`src/shared/sram_host_pkg.sv`:
```
// Package with pin widths, timing figures and cycle counts for the SRAM write host.
package sram_host_pkg;

  // Pin widths of the memory.
  localparam int ADDR_W = 16;
  localparam int DATA_W = 4;

  // Clock period in picoseconds (20 MHz).
  localparam int CLK_PS = 50000;

  // Timing figures in picoseconds, slowest speed grade.
  localparam int WRITE_CYCLE_PS   = 12000;
  localparam int ADDR_TO_END_PS   = 10000;
  localparam int DATA_LEAD_PS     = 6000;
  localparam int SELECT_LOW_PS    = 9000;
  localparam int STROBE_FLOAT_PS  = 6000;
  localparam int STROBE_REDRIVE_PS = 3000;

  // Least times round up to whole cycles, never below one.
  function automatic int min_cycles(input int ps);
    int c;
    c = (ps + CLK_PS - 1) / CLK_PS;
    return (c < 1) ? 1 : c;
  endfunction

  localparam int WRITE_LOW_CYC  = min_cycles(ADDR_TO_END_PS);
  localparam int DATA_LEAD_CYC  = min_cycles(DATA_LEAD_PS);
  localparam int SELECT_LOW_CYC = min_cycles(SELECT_LOW_PS);
  localparam int CYCLE_CYC      = min_cycles(WRITE_CYCLE_PS);
  localparam int TURN_CYC       = min_cycles(STROBE_FLOAT_PS);

  // Width of the step counter.
  localparam int CNT_W = 4;

  // Reset levels of the strobes (all inactive high).
  localparam logic SEL_N_RST   = 1'b1;
  localparam logic WR_N_RST    = 1'b1;
  localparam logic OUTEN_N_RST = 1'b1;

  // Host sequencer states.
  typedef enum logic [2:0] {
    ST_IDLE,
    ST_SETUP,
    ST_STROBE,
    ST_RECOVER,
    ST_RD_TURN,
    ST_RD_WAIT
  } host_state_t;

endpackage

```
`src/design/sram_write_host.sv`:
```
// Host controller that writes and reads an asynchronous 64K by 4 static RAM.
`timescale 1ns/1ns
// How it works
// - A write stores only while select and write strobe are both low, so the host makes that overlap.
// - Each write cycle holds the address for at least the write cycle time.
// - The address is steady for at least the address-to-end time before the write ends.
// - Write data is on the bus at least the data lead time before the write strobe rises.
// - In a select-ended write, select stays low at least the select-low time before the end.
// - The host avoids driving the data lines while the memory may drive them.
// - The write strobe stays high throughout every read.
module sram_write_host
  import sram_host_pkg::*;
#(
  parameter int FIFO_DEPTH = 8
) (
  // Clock and reset.
  input  wire logic              CLK,
  input  wire logic              RST,
  // Request stream: write flag, address and data.
  input  wire logic              REQ_VALID,
  output logic                   REQ_READY,
  input  wire logic              REQ_WRITE,
  input  wire logic [ADDR_W-1:0] REQ_ADDR,
  input  wire logic [DATA_W-1:0] REQ_WDATA,
  // Read answer.
  output logic                   RD_VALID,
  output logic      [DATA_W-1:0] RD_DATA,
  // Memory pins.
  output logic      [ADDR_W-1:0] MEM_ADDR,
  output logic                   MEM_SEL_N,
  output logic                   MEM_OUTEN_N,
  output logic                   MEM_WR_N,
  output logic      [DATA_W-1:0] MEM_DQ_OUT,
  output logic                   MEM_DQ_OE,
  input  wire logic [DATA_W-1:0] MEM_DQ_IN
);
  localparam int FW = 1 + ADDR_W + DATA_W;

  initial begin
    if (WRITE_LOW_CYC < DATA_LEAD_CYC || WRITE_LOW_CYC < SELECT_LOW_CYC
        || WRITE_LOW_CYC + 1 >= (1 << CNT_W)) begin
      $error("write timing does not fit the step counter");
    end
    // The read counter runs to the cycle time plus two settling edges.
    if (CYCLE_CYC + 3 >= (1 << CNT_W) || TURN_CYC + 1 >= (1 << CNT_W)) begin
      $error("read timing does not fit the step counter");
    end
  end

  // Request FIFO between the user and the sequencer.
  logic          f_valid;
  logic          f_ready;
  logic [FW-1:0] f_data;

  sync_fifo #(
    .WIDTH (FW),
    .DEPTH (FIFO_DEPTH)
  ) req_fifo (
    .clk       (CLK),
    .rst       (RST),
    .in_valid  (REQ_VALID),
    .in_ready  (REQ_READY),
    .in_data   ({REQ_WRITE, REQ_ADDR, REQ_WDATA}),
    .out_valid (f_valid),
    .out_ready (f_ready),
    .out_data  (f_data)
  );

  // Two-flop synchroniser on the data pins coming from the memory.
  logic [DATA_W-1:0] dq_meta_reg;
  logic [DATA_W-1:0] dq_sync_reg;

  always_ff @(posedge CLK) begin
    if (RST) begin
      dq_meta_reg <= '0;
      dq_sync_reg <= '0;
    end else begin
      dq_meta_reg <= MEM_DQ_IN;
      dq_sync_reg <= dq_meta_reg;
    end
  end

  // Sequencer state.
  host_state_t       state_reg;
  host_state_t       state_next;
  logic [CNT_W-1:0]  cnt_reg;
  logic [CNT_W-1:0]  cnt_next;
  logic [ADDR_W-1:0] addr_reg;
  logic [ADDR_W-1:0] addr_next;
  logic [DATA_W-1:0] wdata_reg;
  logic [DATA_W-1:0] wdata_next;
  logic              sel_n_reg;
  logic              sel_n_next;
  logic              wr_n_reg;
  logic              wr_n_next;
  logic              outen_n_reg;
  logic              outen_n_next;
  logic              oe_reg;
  logic              oe_next;
  logic              rdv_reg;
  logic              rdv_next;
  logic [DATA_W-1:0] rdata_reg;
  logic [DATA_W-1:0] rdata_next;

  // Next-state logic: a write asserts select and strobe together after one setup cycle.
  always_comb begin
    state_next   = state_reg;
    cnt_next     = cnt_reg;
    addr_next    = addr_reg;
    wdata_next   = wdata_reg;
    sel_n_next   = sel_n_reg;
    wr_n_next    = wr_n_reg;
    outen_n_next = outen_n_reg;
    oe_next      = oe_reg;
    rdv_next     = 1'b0;
    rdata_next   = rdata_reg;
    f_ready      = 1'b0;
    case (state_reg)
      ST_IDLE: begin
        if (f_valid) begin
          f_ready    = 1'b1;
          addr_next  = f_data[DATA_W +: ADDR_W];
          wdata_next = f_data[DATA_W-1:0];
          cnt_next   = '0;
          if (f_data[FW-1]) begin
            // Enable is already high, so the memory is not driving the bus.
            oe_next    = 1'b1;
            state_next = ST_SETUP;
          end else begin
            wr_n_next    = 1'b1;
            sel_n_next   = 1'b0;
            outen_n_next = 1'b0;
            state_next   = ST_RD_TURN;
          end
        end
      end
      ST_SETUP: begin
        sel_n_next = 1'b0;
        wr_n_next  = 1'b0;
        state_next = ST_STROBE;
      end
      ST_STROBE: begin
        cnt_next = cnt_reg + 1'b1;
        if (cnt_reg == CNT_W'(WRITE_LOW_CYC - 1)) begin
          // Both strobes rise together; address, data and select were steady all along.
          sel_n_next = 1'b1;
          wr_n_next  = 1'b1;
          cnt_next   = '0;
          state_next = ST_RECOVER;
        end
      end
      ST_RECOVER: begin
        // Data held past the rising edge, then released.
        // The address stays on the pins until the next pop, so the cycle outlasts its minimum.
        oe_next    = 1'b0;
        cnt_next   = cnt_reg + 1'b1;
        if (cnt_reg == CNT_W'(TURN_CYC - 1)) begin
          state_next = ST_IDLE;
        end
      end
      ST_RD_TURN: begin
        cnt_next = cnt_reg + 1'b1;
        if (cnt_reg == CNT_W'(CYCLE_CYC)) begin
          state_next = ST_RD_WAIT;
        end
      end
      ST_RD_WAIT: begin
        // Synchronised data has had two more edges to settle.
        cnt_next = cnt_reg + 1'b1;
        if (cnt_reg == CNT_W'(CYCLE_CYC + 2)) begin
          rdata_next   = dq_sync_reg;
          rdv_next     = 1'b1;
          sel_n_next   = 1'b1;
          outen_n_next = 1'b1;
          cnt_next     = '0;
          state_next   = ST_RECOVER;
        end
      end
      default: begin
        state_next = ST_IDLE;
      end
    endcase
  end

  // Sequencer registers.
  always_ff @(posedge CLK) begin
    if (RST) begin
      state_reg   <= ST_IDLE;
      cnt_reg     <= '0;
      addr_reg    <= '0;
      wdata_reg   <= '0;
      sel_n_reg   <= SEL_N_RST;
      wr_n_reg    <= WR_N_RST;
      outen_n_reg <= OUTEN_N_RST;
      oe_reg      <= 1'b0;
      rdv_reg     <= 1'b0;
      rdata_reg   <= '0;
    end else begin
      state_reg   <= state_next;
      cnt_reg     <= cnt_next;
      addr_reg    <= addr_next;
      wdata_reg   <= wdata_next;
      sel_n_reg   <= sel_n_next;
      wr_n_reg    <= wr_n_next;
      outen_n_reg <= outen_n_next;
      oe_reg      <= oe_next;
      rdv_reg     <= rdv_next;
      rdata_reg   <= rdata_next;
    end
  end

  // Cycles the write strobe has been low, saturating; only the pulse check reads it.
  logic [CNT_W-1:0] wr_low_cnt_reg;
  logic [CNT_W-1:0] wr_low_cnt_next;

  // Counts up while the strobe is low and clears once it is high again.
  always_comb begin
    wr_low_cnt_next = '0;
    if (!wr_n_reg) begin
      wr_low_cnt_next = (wr_low_cnt_reg == '1) ? wr_low_cnt_reg : wr_low_cnt_reg + 1'b1;
    end
  end

  // Strobe-low counter register.
  always_ff @(posedge CLK) begin
    if (RST) begin
      wr_low_cnt_reg <= '0;
    end else begin
      wr_low_cnt_reg <= wr_low_cnt_next;
    end
  end

  // Pins and answer come straight from registers.
  assign MEM_ADDR    = addr_reg;
  assign MEM_SEL_N   = sel_n_reg;
  assign MEM_WR_N    = wr_n_reg;
  assign MEM_OUTEN_N = outen_n_reg;
  assign MEM_DQ_OUT  = wdata_reg;
  assign MEM_DQ_OE   = oe_reg;
  assign RD_VALID    = rdv_reg;
  assign RD_DATA     = rdata_reg;

  // Pin-level checks of the write and read sequences.
  a_strobe_overlap: assert property (@(posedge CLK) disable iff (RST)
    $fell(MEM_WR_N) |-> !MEM_SEL_N && $fell(MEM_SEL_N))
    else $error("write strobe fell without select falling with it");

  a_addr_stable_write: assert property (@(posedge CLK) disable iff (RST)
    !MEM_WR_N |-> $stable(MEM_ADDR))
    else $error("address moved during write");

  a_addr_before_end: assert property (@(posedge CLK) disable iff (RST)
    $rose(MEM_WR_N) |-> $past(MEM_ADDR) == $past(MEM_ADDR, 2))
    else $error("address moved in the cycle before the write ended");

  a_strobe_low_width: assert property (@(posedge CLK) disable iff (RST)
    $rose(MEM_WR_N) |-> wr_low_cnt_reg >= CNT_W'(WRITE_LOW_CYC)
      && wr_low_cnt_reg >= CNT_W'(SELECT_LOW_CYC))
    else $error("write pulse too short");

  a_data_lead_rise: assert property (@(posedge CLK) disable iff (RST)
    $rose(MEM_WR_N) |-> MEM_DQ_OE && $stable(MEM_DQ_OUT) && $past(MEM_DQ_OE))
    else $error("write data not driven before strobe rise");

  a_select_ends_together: assert property (@(posedge CLK) disable iff (RST)
    $rose(MEM_WR_N) |-> $rose(MEM_SEL_N))
    else $error("select and strobe did not end together");

  a_no_contention: assert property (@(posedge CLK) disable iff (RST)
    MEM_DQ_OE |-> MEM_OUTEN_N)
    else $error("host drives bus while output enable is low");

  a_read_strobe_high: assert property (@(posedge CLK) disable iff (RST)
    !MEM_OUTEN_N |-> MEM_WR_N)
    else $error("write strobe low during read");

  a_read_answer_time: assert property (@(posedge CLK) disable iff (RST)
    $fell(MEM_OUTEN_N) |-> !MEM_OUTEN_N [*4])
    else $error("output enable released too soon");

  a_write_data_first: assert property (@(posedge CLK) disable iff (RST)
    $fell(MEM_WR_N) |-> $past(MEM_DQ_OE))
    else $error("write strobe fell before the data was driven");

  a_data_release: assert property (@(posedge CLK) disable iff (RST)
    $rose(MEM_WR_N) |=> !MEM_DQ_OE)
    else $error("write data still driven after recovery");

  a_idle_pins: assert property (@(posedge CLK) disable iff (RST)
    state_reg == ST_IDLE |-> MEM_WR_N && MEM_SEL_N && !MEM_DQ_OE)
    else $error("pins not released while idle");

  a_read_pulse: assert property (@(posedge CLK) disable iff (RST)
    RD_VALID |=> !RD_VALID)
    else $error("read answer longer than one cycle");

  a_read_under_select: assert property (@(posedge CLK) disable iff (RST)
    RD_VALID |-> $rose(MEM_SEL_N) && $rose(MEM_OUTEN_N))
    else $error("read answer taken without select and enable low");
endmodule

```
`src/design/sync_fifo.sv`:
```
// Synchronous FIFO with valid and ready on both sides.
`timescale 1ns/1ns
module sync_fifo #(
  parameter int WIDTH = 20,
  parameter int DEPTH = 8
) (
  // Clock and reset.
  input  wire logic             clk,
  input  wire logic             rst,
  // Filling side.
  input  wire logic             in_valid,
  output logic                  in_ready,
  input  wire logic [WIDTH-1:0] in_data,
  // Draining side.
  output logic                  out_valid,
  input  wire logic             out_ready,
  output logic      [WIDTH-1:0] out_data
);
  localparam int AW = $clog2(DEPTH);

  initial begin
    if (DEPTH < 2 || (1 << AW) != DEPTH) begin
      $error("sync_fifo depth must be a power of two of at least two");
    end
  end

  logic [WIDTH-1:0] mem [DEPTH];
  logic [AW:0]      wr_ptr_reg;
  logic [AW:0]      wr_ptr_next;
  logic [AW:0]      rd_ptr_reg;
  logic [AW:0]      rd_ptr_next;
  logic             push;
  logic             pop;

  // Full and empty come from the pointer difference.
  always_comb begin
    in_ready    = (wr_ptr_reg - rd_ptr_reg) != (AW + 1)'(DEPTH);
    out_valid   = wr_ptr_reg != rd_ptr_reg;
    push        = in_valid && in_ready;
    pop         = out_valid && out_ready;
    wr_ptr_next = wr_ptr_reg + (AW + 1)'(push);
    rd_ptr_next = rd_ptr_reg + (AW + 1)'(pop);
    out_data    = mem[rd_ptr_reg[AW-1:0]];
  end

  // Pointers and storage.
  always_ff @(posedge clk) begin
    if (rst) begin
      wr_ptr_reg <= '0;
      rd_ptr_reg <= '0;
    end else begin
      wr_ptr_reg <= wr_ptr_next;
      rd_ptr_reg <= rd_ptr_next;
    end
    if (push) begin
      mem[wr_ptr_reg[AW-1:0]] <= in_data;
    end
  end

  a_fifo_no_overrun: assert property (@(posedge clk) disable iff (rst)
    (wr_ptr_reg - rd_ptr_reg) <= (AW + 1)'(DEPTH))
    else $error("FIFO holds more words than its depth");
endmodule

```
`config.mk`:
```
export PLATFORM = sky130hd
export DESIGN_NAME = sram_write_host
export DESIGN_NICKNAME = d
export VERILOG_FILES = /design/src/shared/sram_host_pkg.sv /design/src/design/sram_write_host.sv /design/src/design/sync_fifo.sv
export SDC_FILE = /design/constraint.sdc
export NUM_CORES = 1
export LEC_CHECK = 0
export ABC_CLOCK_PERIOD_IN_PS = 4290
export CORE_ASPECT_RATIO = 1.2
export CORE_MARGIN = 8
export CORE_UTILIZATION = 40
export DETAILED_ROUTE_END_ITERATION = 7
export DONT_BUFFER_PORTS = 1
export GPL_TIMING_DRIVEN = 0
export PLACE_DENSITY = 0.54
export SYNTH_ARGS = -nofsm -noshare
export SYNTH_HDL_FRONTEND = slang
export SYNTH_HIERARCHICAL = 1
export SYNTH_SLANG_ARGS = --single-unit
```
`constraint.sdc`:
```
create_clock -name CLK -period 4.29 [get_ports CLK]
set_input_delay 0.2145 -clock CLK [delete_from_list [all_inputs] [get_ports CLK]]
set_output_delay 0.2145 -clock CLK [all_outputs]
set_load 0.005 [all_outputs]
```
Yosys cells after proc, flatten, opt, wreduce, memory -nomap -nowiden
Memory sizes are Yosys's and may differ from the RTL's. A register that Yosys moved wholly into a read port is not among the register bits. Cells that the tools add are included.

Bits in registers: 52. Memory bits (writable): 168. Input bits: 28. Memories: 1.

Memory list: req_fifo.mem (depth 8, width 21, rd ports 1, clocked after memory_dff 1, wr ports 1, line sync_fifo.sv:27) `logic [WIDTH-1:0] mem [DEPTH];`.

Add/subtract/negate cells: 4. Equal/unequal tests: 16. Mux-type cells: 29. Bitwise gates (word level): 1. Reduce and logical (&&, ||, !) cells: 19.

Operators by type and width (count): $mux 3 (7); $pmux 3 s6 (1); $pmux 4 s4 (1); $ne 2x2->1 const B (7); $mux 1 (13); $mux 4 (3); $reduce_and 5->1 (2); $add 4x1->4 (2); $reduce_and 4->1 (2); $reduce_bool 4->1 (2); $eq 3x2->1 const B (2); $eq 3x3->1 const B (2); $reduce_and 2->1 (3); $add 4x1->4 const B (1); $eq 4x1->1 const B (1); $eq 4x2->1 const B (1); $logic_not 4->1 (1); $ne 4x4->1 (1); $ne 4x4->1 const B (1); $pmux 1 s2 (2); $pmux 1 s4 (1); $reduce_bool 2->1 (2); $reduce_or 2->1 (2); $sub 4x4->4 (1); other kinds (7) (8).

Logic depth before layout (Yosys ltp)
Depth after elaboration: 6. Gate-level depth with buffers: 14.

Modules after synthesis
The synthesis kept the hierarchy.

Modules (own cells, without submodules): sync_fifo (times used 1, cells each 348, area each 6860.3 um2); sram_write_host (times used 1, cells each 214, area each 1806.7 um2).

Worst setup path after synthesis
Ideal clock, no wire load.

Kind: register to register. Start: reg req_fifo.rd_ptr_reg[1]. End: mem req_fifo/mem[0][0] (netlist bit) (enable). Setup time: 0.453 ns. Arrival time: 3.848 ns. Required time: 3.837 ns. Slack: -0.010 ns. Stages on the path, launching flop included: 9. Buffers on the path: 3. Clock period less this slack: 4.300 ns. Cell sequence: dfxtp_1 -> clkbuf_1 -> buf_2 -> inv_1 -> ha_1 -> nor2b_1 -> o211a_1 -> buf_1 -> nor4_1.

Word-level cells in the longest chain between the ends: 5.

RTL lines: from (decl) (line sync_fifo.sv:30) `logic [AW:0] rd_ptr_reg;`; from (signal assigned) (line sync_fifo.sv:53) `rd_ptr_reg <= rd_ptr_next;`; $sub 4x4->4 (line sync_fifo.sv:37) `in_ready = (wr_ptr_reg - rd_ptr_reg) != (AW + 1)'(DEPTH);`; $ne 4x4->1 (line sync_fifo.sv:37); $logic_and 1x1->1 (line sync_fifo.sv:39) `push = in_valid && in_ready;`; $mux 1 (line sync_fifo.sv:55) `if (push) begin`; $mux 1 (implied by the code) (line sync_fifo.sv:56) `mem[wr_ptr_reg[AW-1:0]] <= in_data;`; to (decl) (line sync_fifo.sv:27).

Every way passes these cells.

Worst setup path in the final report
Start: reg req_fifo.rd_ptr_reg[1]. End: mem req_fifo/mem[6][7] (netlist bit) (enable).

The elaborated chain is that of the path after synthesis.

==> out/qor.yml <==
run_status: "finished clean"
crit_path_start_kind: "flop"
cp.required_ns: 4.49
synth.largest_area_cell: "edfxtp_1"
htree_levels: 1
whs_ns: 0.0915
power_leakage_uw: 0.00351
seq_area_frac_synth_pct: 70.2
cp_max_fo: 10
clk_latency_ns: 0.50
track_usage_pct: 14.9
syn_inst: 562
fmax_mhz: 257
cts_tree: "yes"
cp-end-kind: "flop"
setup_viol: 0
core_sq_mm: 0.0215
clock_tree.root_cell: "clkbuf_16"
clkSinkCount: 220
overflow: 0
rsz0062_at_grt: "no"
crit_chain: "clkbuf_1 > buf_2 > inv_1 > ha_1 > nor2b_1 > o211a_1 > buf_1 > nor4_2 > buf_4 > buf_6 > buf_4"
via_per_inst: 5.29
drtIter0Drc: 253
yosysMostFrequentCell: "edfxtp_1"
cp.arrival_ns: 4.09
grt_start_max_net_pins: 16
fin_crit_sh_pct: 90.5
io_buffer_count: 0
synthArstFlopShare_pct: 0
grt_pass1_vias: 5226
cts_inserted_buffers: 23
start_util_pct: 40.3
ys_top_cells_by_count: "edfxtp_1, nand2_1, dfxtp_1"
worst_slack_ns: 0.405
clk_path_buf_depth: 3
grt_pass1_wl_mm: 30.2
cap_violations: 0
drv_slew: 0
dp_hpwl_mm: 13.7
synth_flop_cell: "edfxtp_1"
fin_crit_ns: 3.88
drc: 0
wirelength_mm: 19.6
dr_total_vias: 4937
first_pass_iters: 5
synth_edf_count: 168
wl_per_cell_um: 21.0
largest_register_ffs: 168
antenna_found_initial: 1
clk_pin_slew_ns: 0.06
synth_top_area_share_pct: 58.2
power_per_cell_area_mw_per_mm2: 545
syn-num-nets: 601
netlist_area_sq_mm: 0.00867
fin_nets: 682
min_path_type: "in -> reg"
dieArea_sq_mm: 0.0267
avgSynthCellArea_sq_um: 15.4
die_h_um: 177
finClkSkew_ns: 0.0133
ir_drop_uv: 438
critical_path.most_common_cell: "buf_4"
cts_setup_buffers: 0
setup-tns-final_ns: 0
cp.buffers_inverters: 7
yosys_warnings: 6
syn_to_final_growth_pct: 19.2
slowest_stage: "nor4_2"
tightest_slew_ns: 0.977
ant_nets: 0
p_total_uw: 5630
synth_cell_types: 52
hold_violations: 0
critPathTopFamily: "buffers and inverters"
place_congestion: 0.817
drive_gt1_share_pct: 20.2
pre_cts_slack_ns: 0.368
critPathKind: "reg -> reg"
synth_area_leaders: "edfxtp_1, dfxtp_1, mux4_2"
critPathMaxStageDelay_ns: 0.81
synth-seq-cells: 220
die_w_um: 150
relSlewSlack_pct: 34.3
row_count: 59
io_pins: 58
kinds of logic (layout without fill, tap and decap cells):
logic type / count (synthesis) / after routing / synth area share (%)
muxes: 46 / 46 / 11.4
buffers and inverters: 38 / 135 / 1.99
AOI/OAI and AO/OA: 55 / 55 / 4.01
other: 0 / 1 / 0
DFF: 220 / 220 / 70.2
and+or+nand+nor: 186 / 186 / 10.0
xor gates and xnor gates: 6 / 6 / 0.780
adders and majority gates: 11 / 11 / 1.59
stage by stage:
step,util [%],cells,instance area (sq um)
after floorplan,-,562,8670
after global placement,41.9,836,9010
after detailed placement,43.3,866,9300
after CTS,48.1,933,10300
after global routing,48.1,934,10300
final,48.1,934,10300
report_power, final:
part | internal [uW] | switching, uW
Combinational | 465 | 615
Clock | 1190 | 819
Sequential | 2440 | 105
routing by layer:
layer / global-route usage [%] / share of wire [%] / routed length, um / up-vias
met3: 3.40 / 6.2 / 1220 / 36
met1: 17.2 / 39 / 7640 / 2502
met5: 0 / 0 / 0 / -
li1: - / - / - / 2286
met2: 26.6 / 52 / 10300 / 113
met4: 4.80 / 2.6 / 509 / 0
timing repair:
action,4_1_cts,5_1_grt
hold buffers,26,0
resized for setup,0,0
endpoints found under the hold margin,180,0
area by class of cell:
class / instances / area (sq um)
Fill cell: 1845 / 11200
Sequential cell: 220 / 6090
Multi-Input combinational cell: 304 / 2460
Clock buffer: 26 / 597
Timing Repair Buffer: 56 / 500
Tap cell: 274 / 343
Clock inverter: 15 / 168
Buffer: 29 / 139
Inverter: 9 / 33.8
Antenna cell: 1 / 2.50
worst register-to-register path, stage by stage, from the launching register on:
cell	delay [ns]
dfxtp_1	0.33
clkbuf_1	0.31
buf_2	0.40
inv_1	0.08
ha_1	0.33
nor2b_1	0.20
o211a_1	0.21
buf_1	0.25
nor4_2	0.81
buf_4	0.31
buf_6	0.16
buf_4	0.18
layout by cell type (no fill, tap or decap), drive strengths merged, types with 10 or more instances in the layout:
cell         instances
clkbuf              42
dfxtp               52
nor2                16
nand2              115
inv                 12
nor2b               15
a21oi               28
edfxtp             168
nor4                10
buf                 43
ha                  11
mux4                42
dlygate4sd3         26
worst paths after layout:
path | slack (ns) | depth (start not counted) | startpoint | to
setup / recovery | 0.41 | 11 | req_fifo/rd_ptr_reg[1] | req_fifo/mem[6][7]
hold / removal | 0.09 | 2 | RST | dq_sync_reg[2]
setup reg to reg | 0.41 | 11 | req_fifo/rd_ptr_reg[1] | req_fifo/mem[6][7]
hold reg to reg | 0.44 | 1 | dq_meta_reg[2] | dq_sync_reg[2]
(Power assumes the default switching activity.)
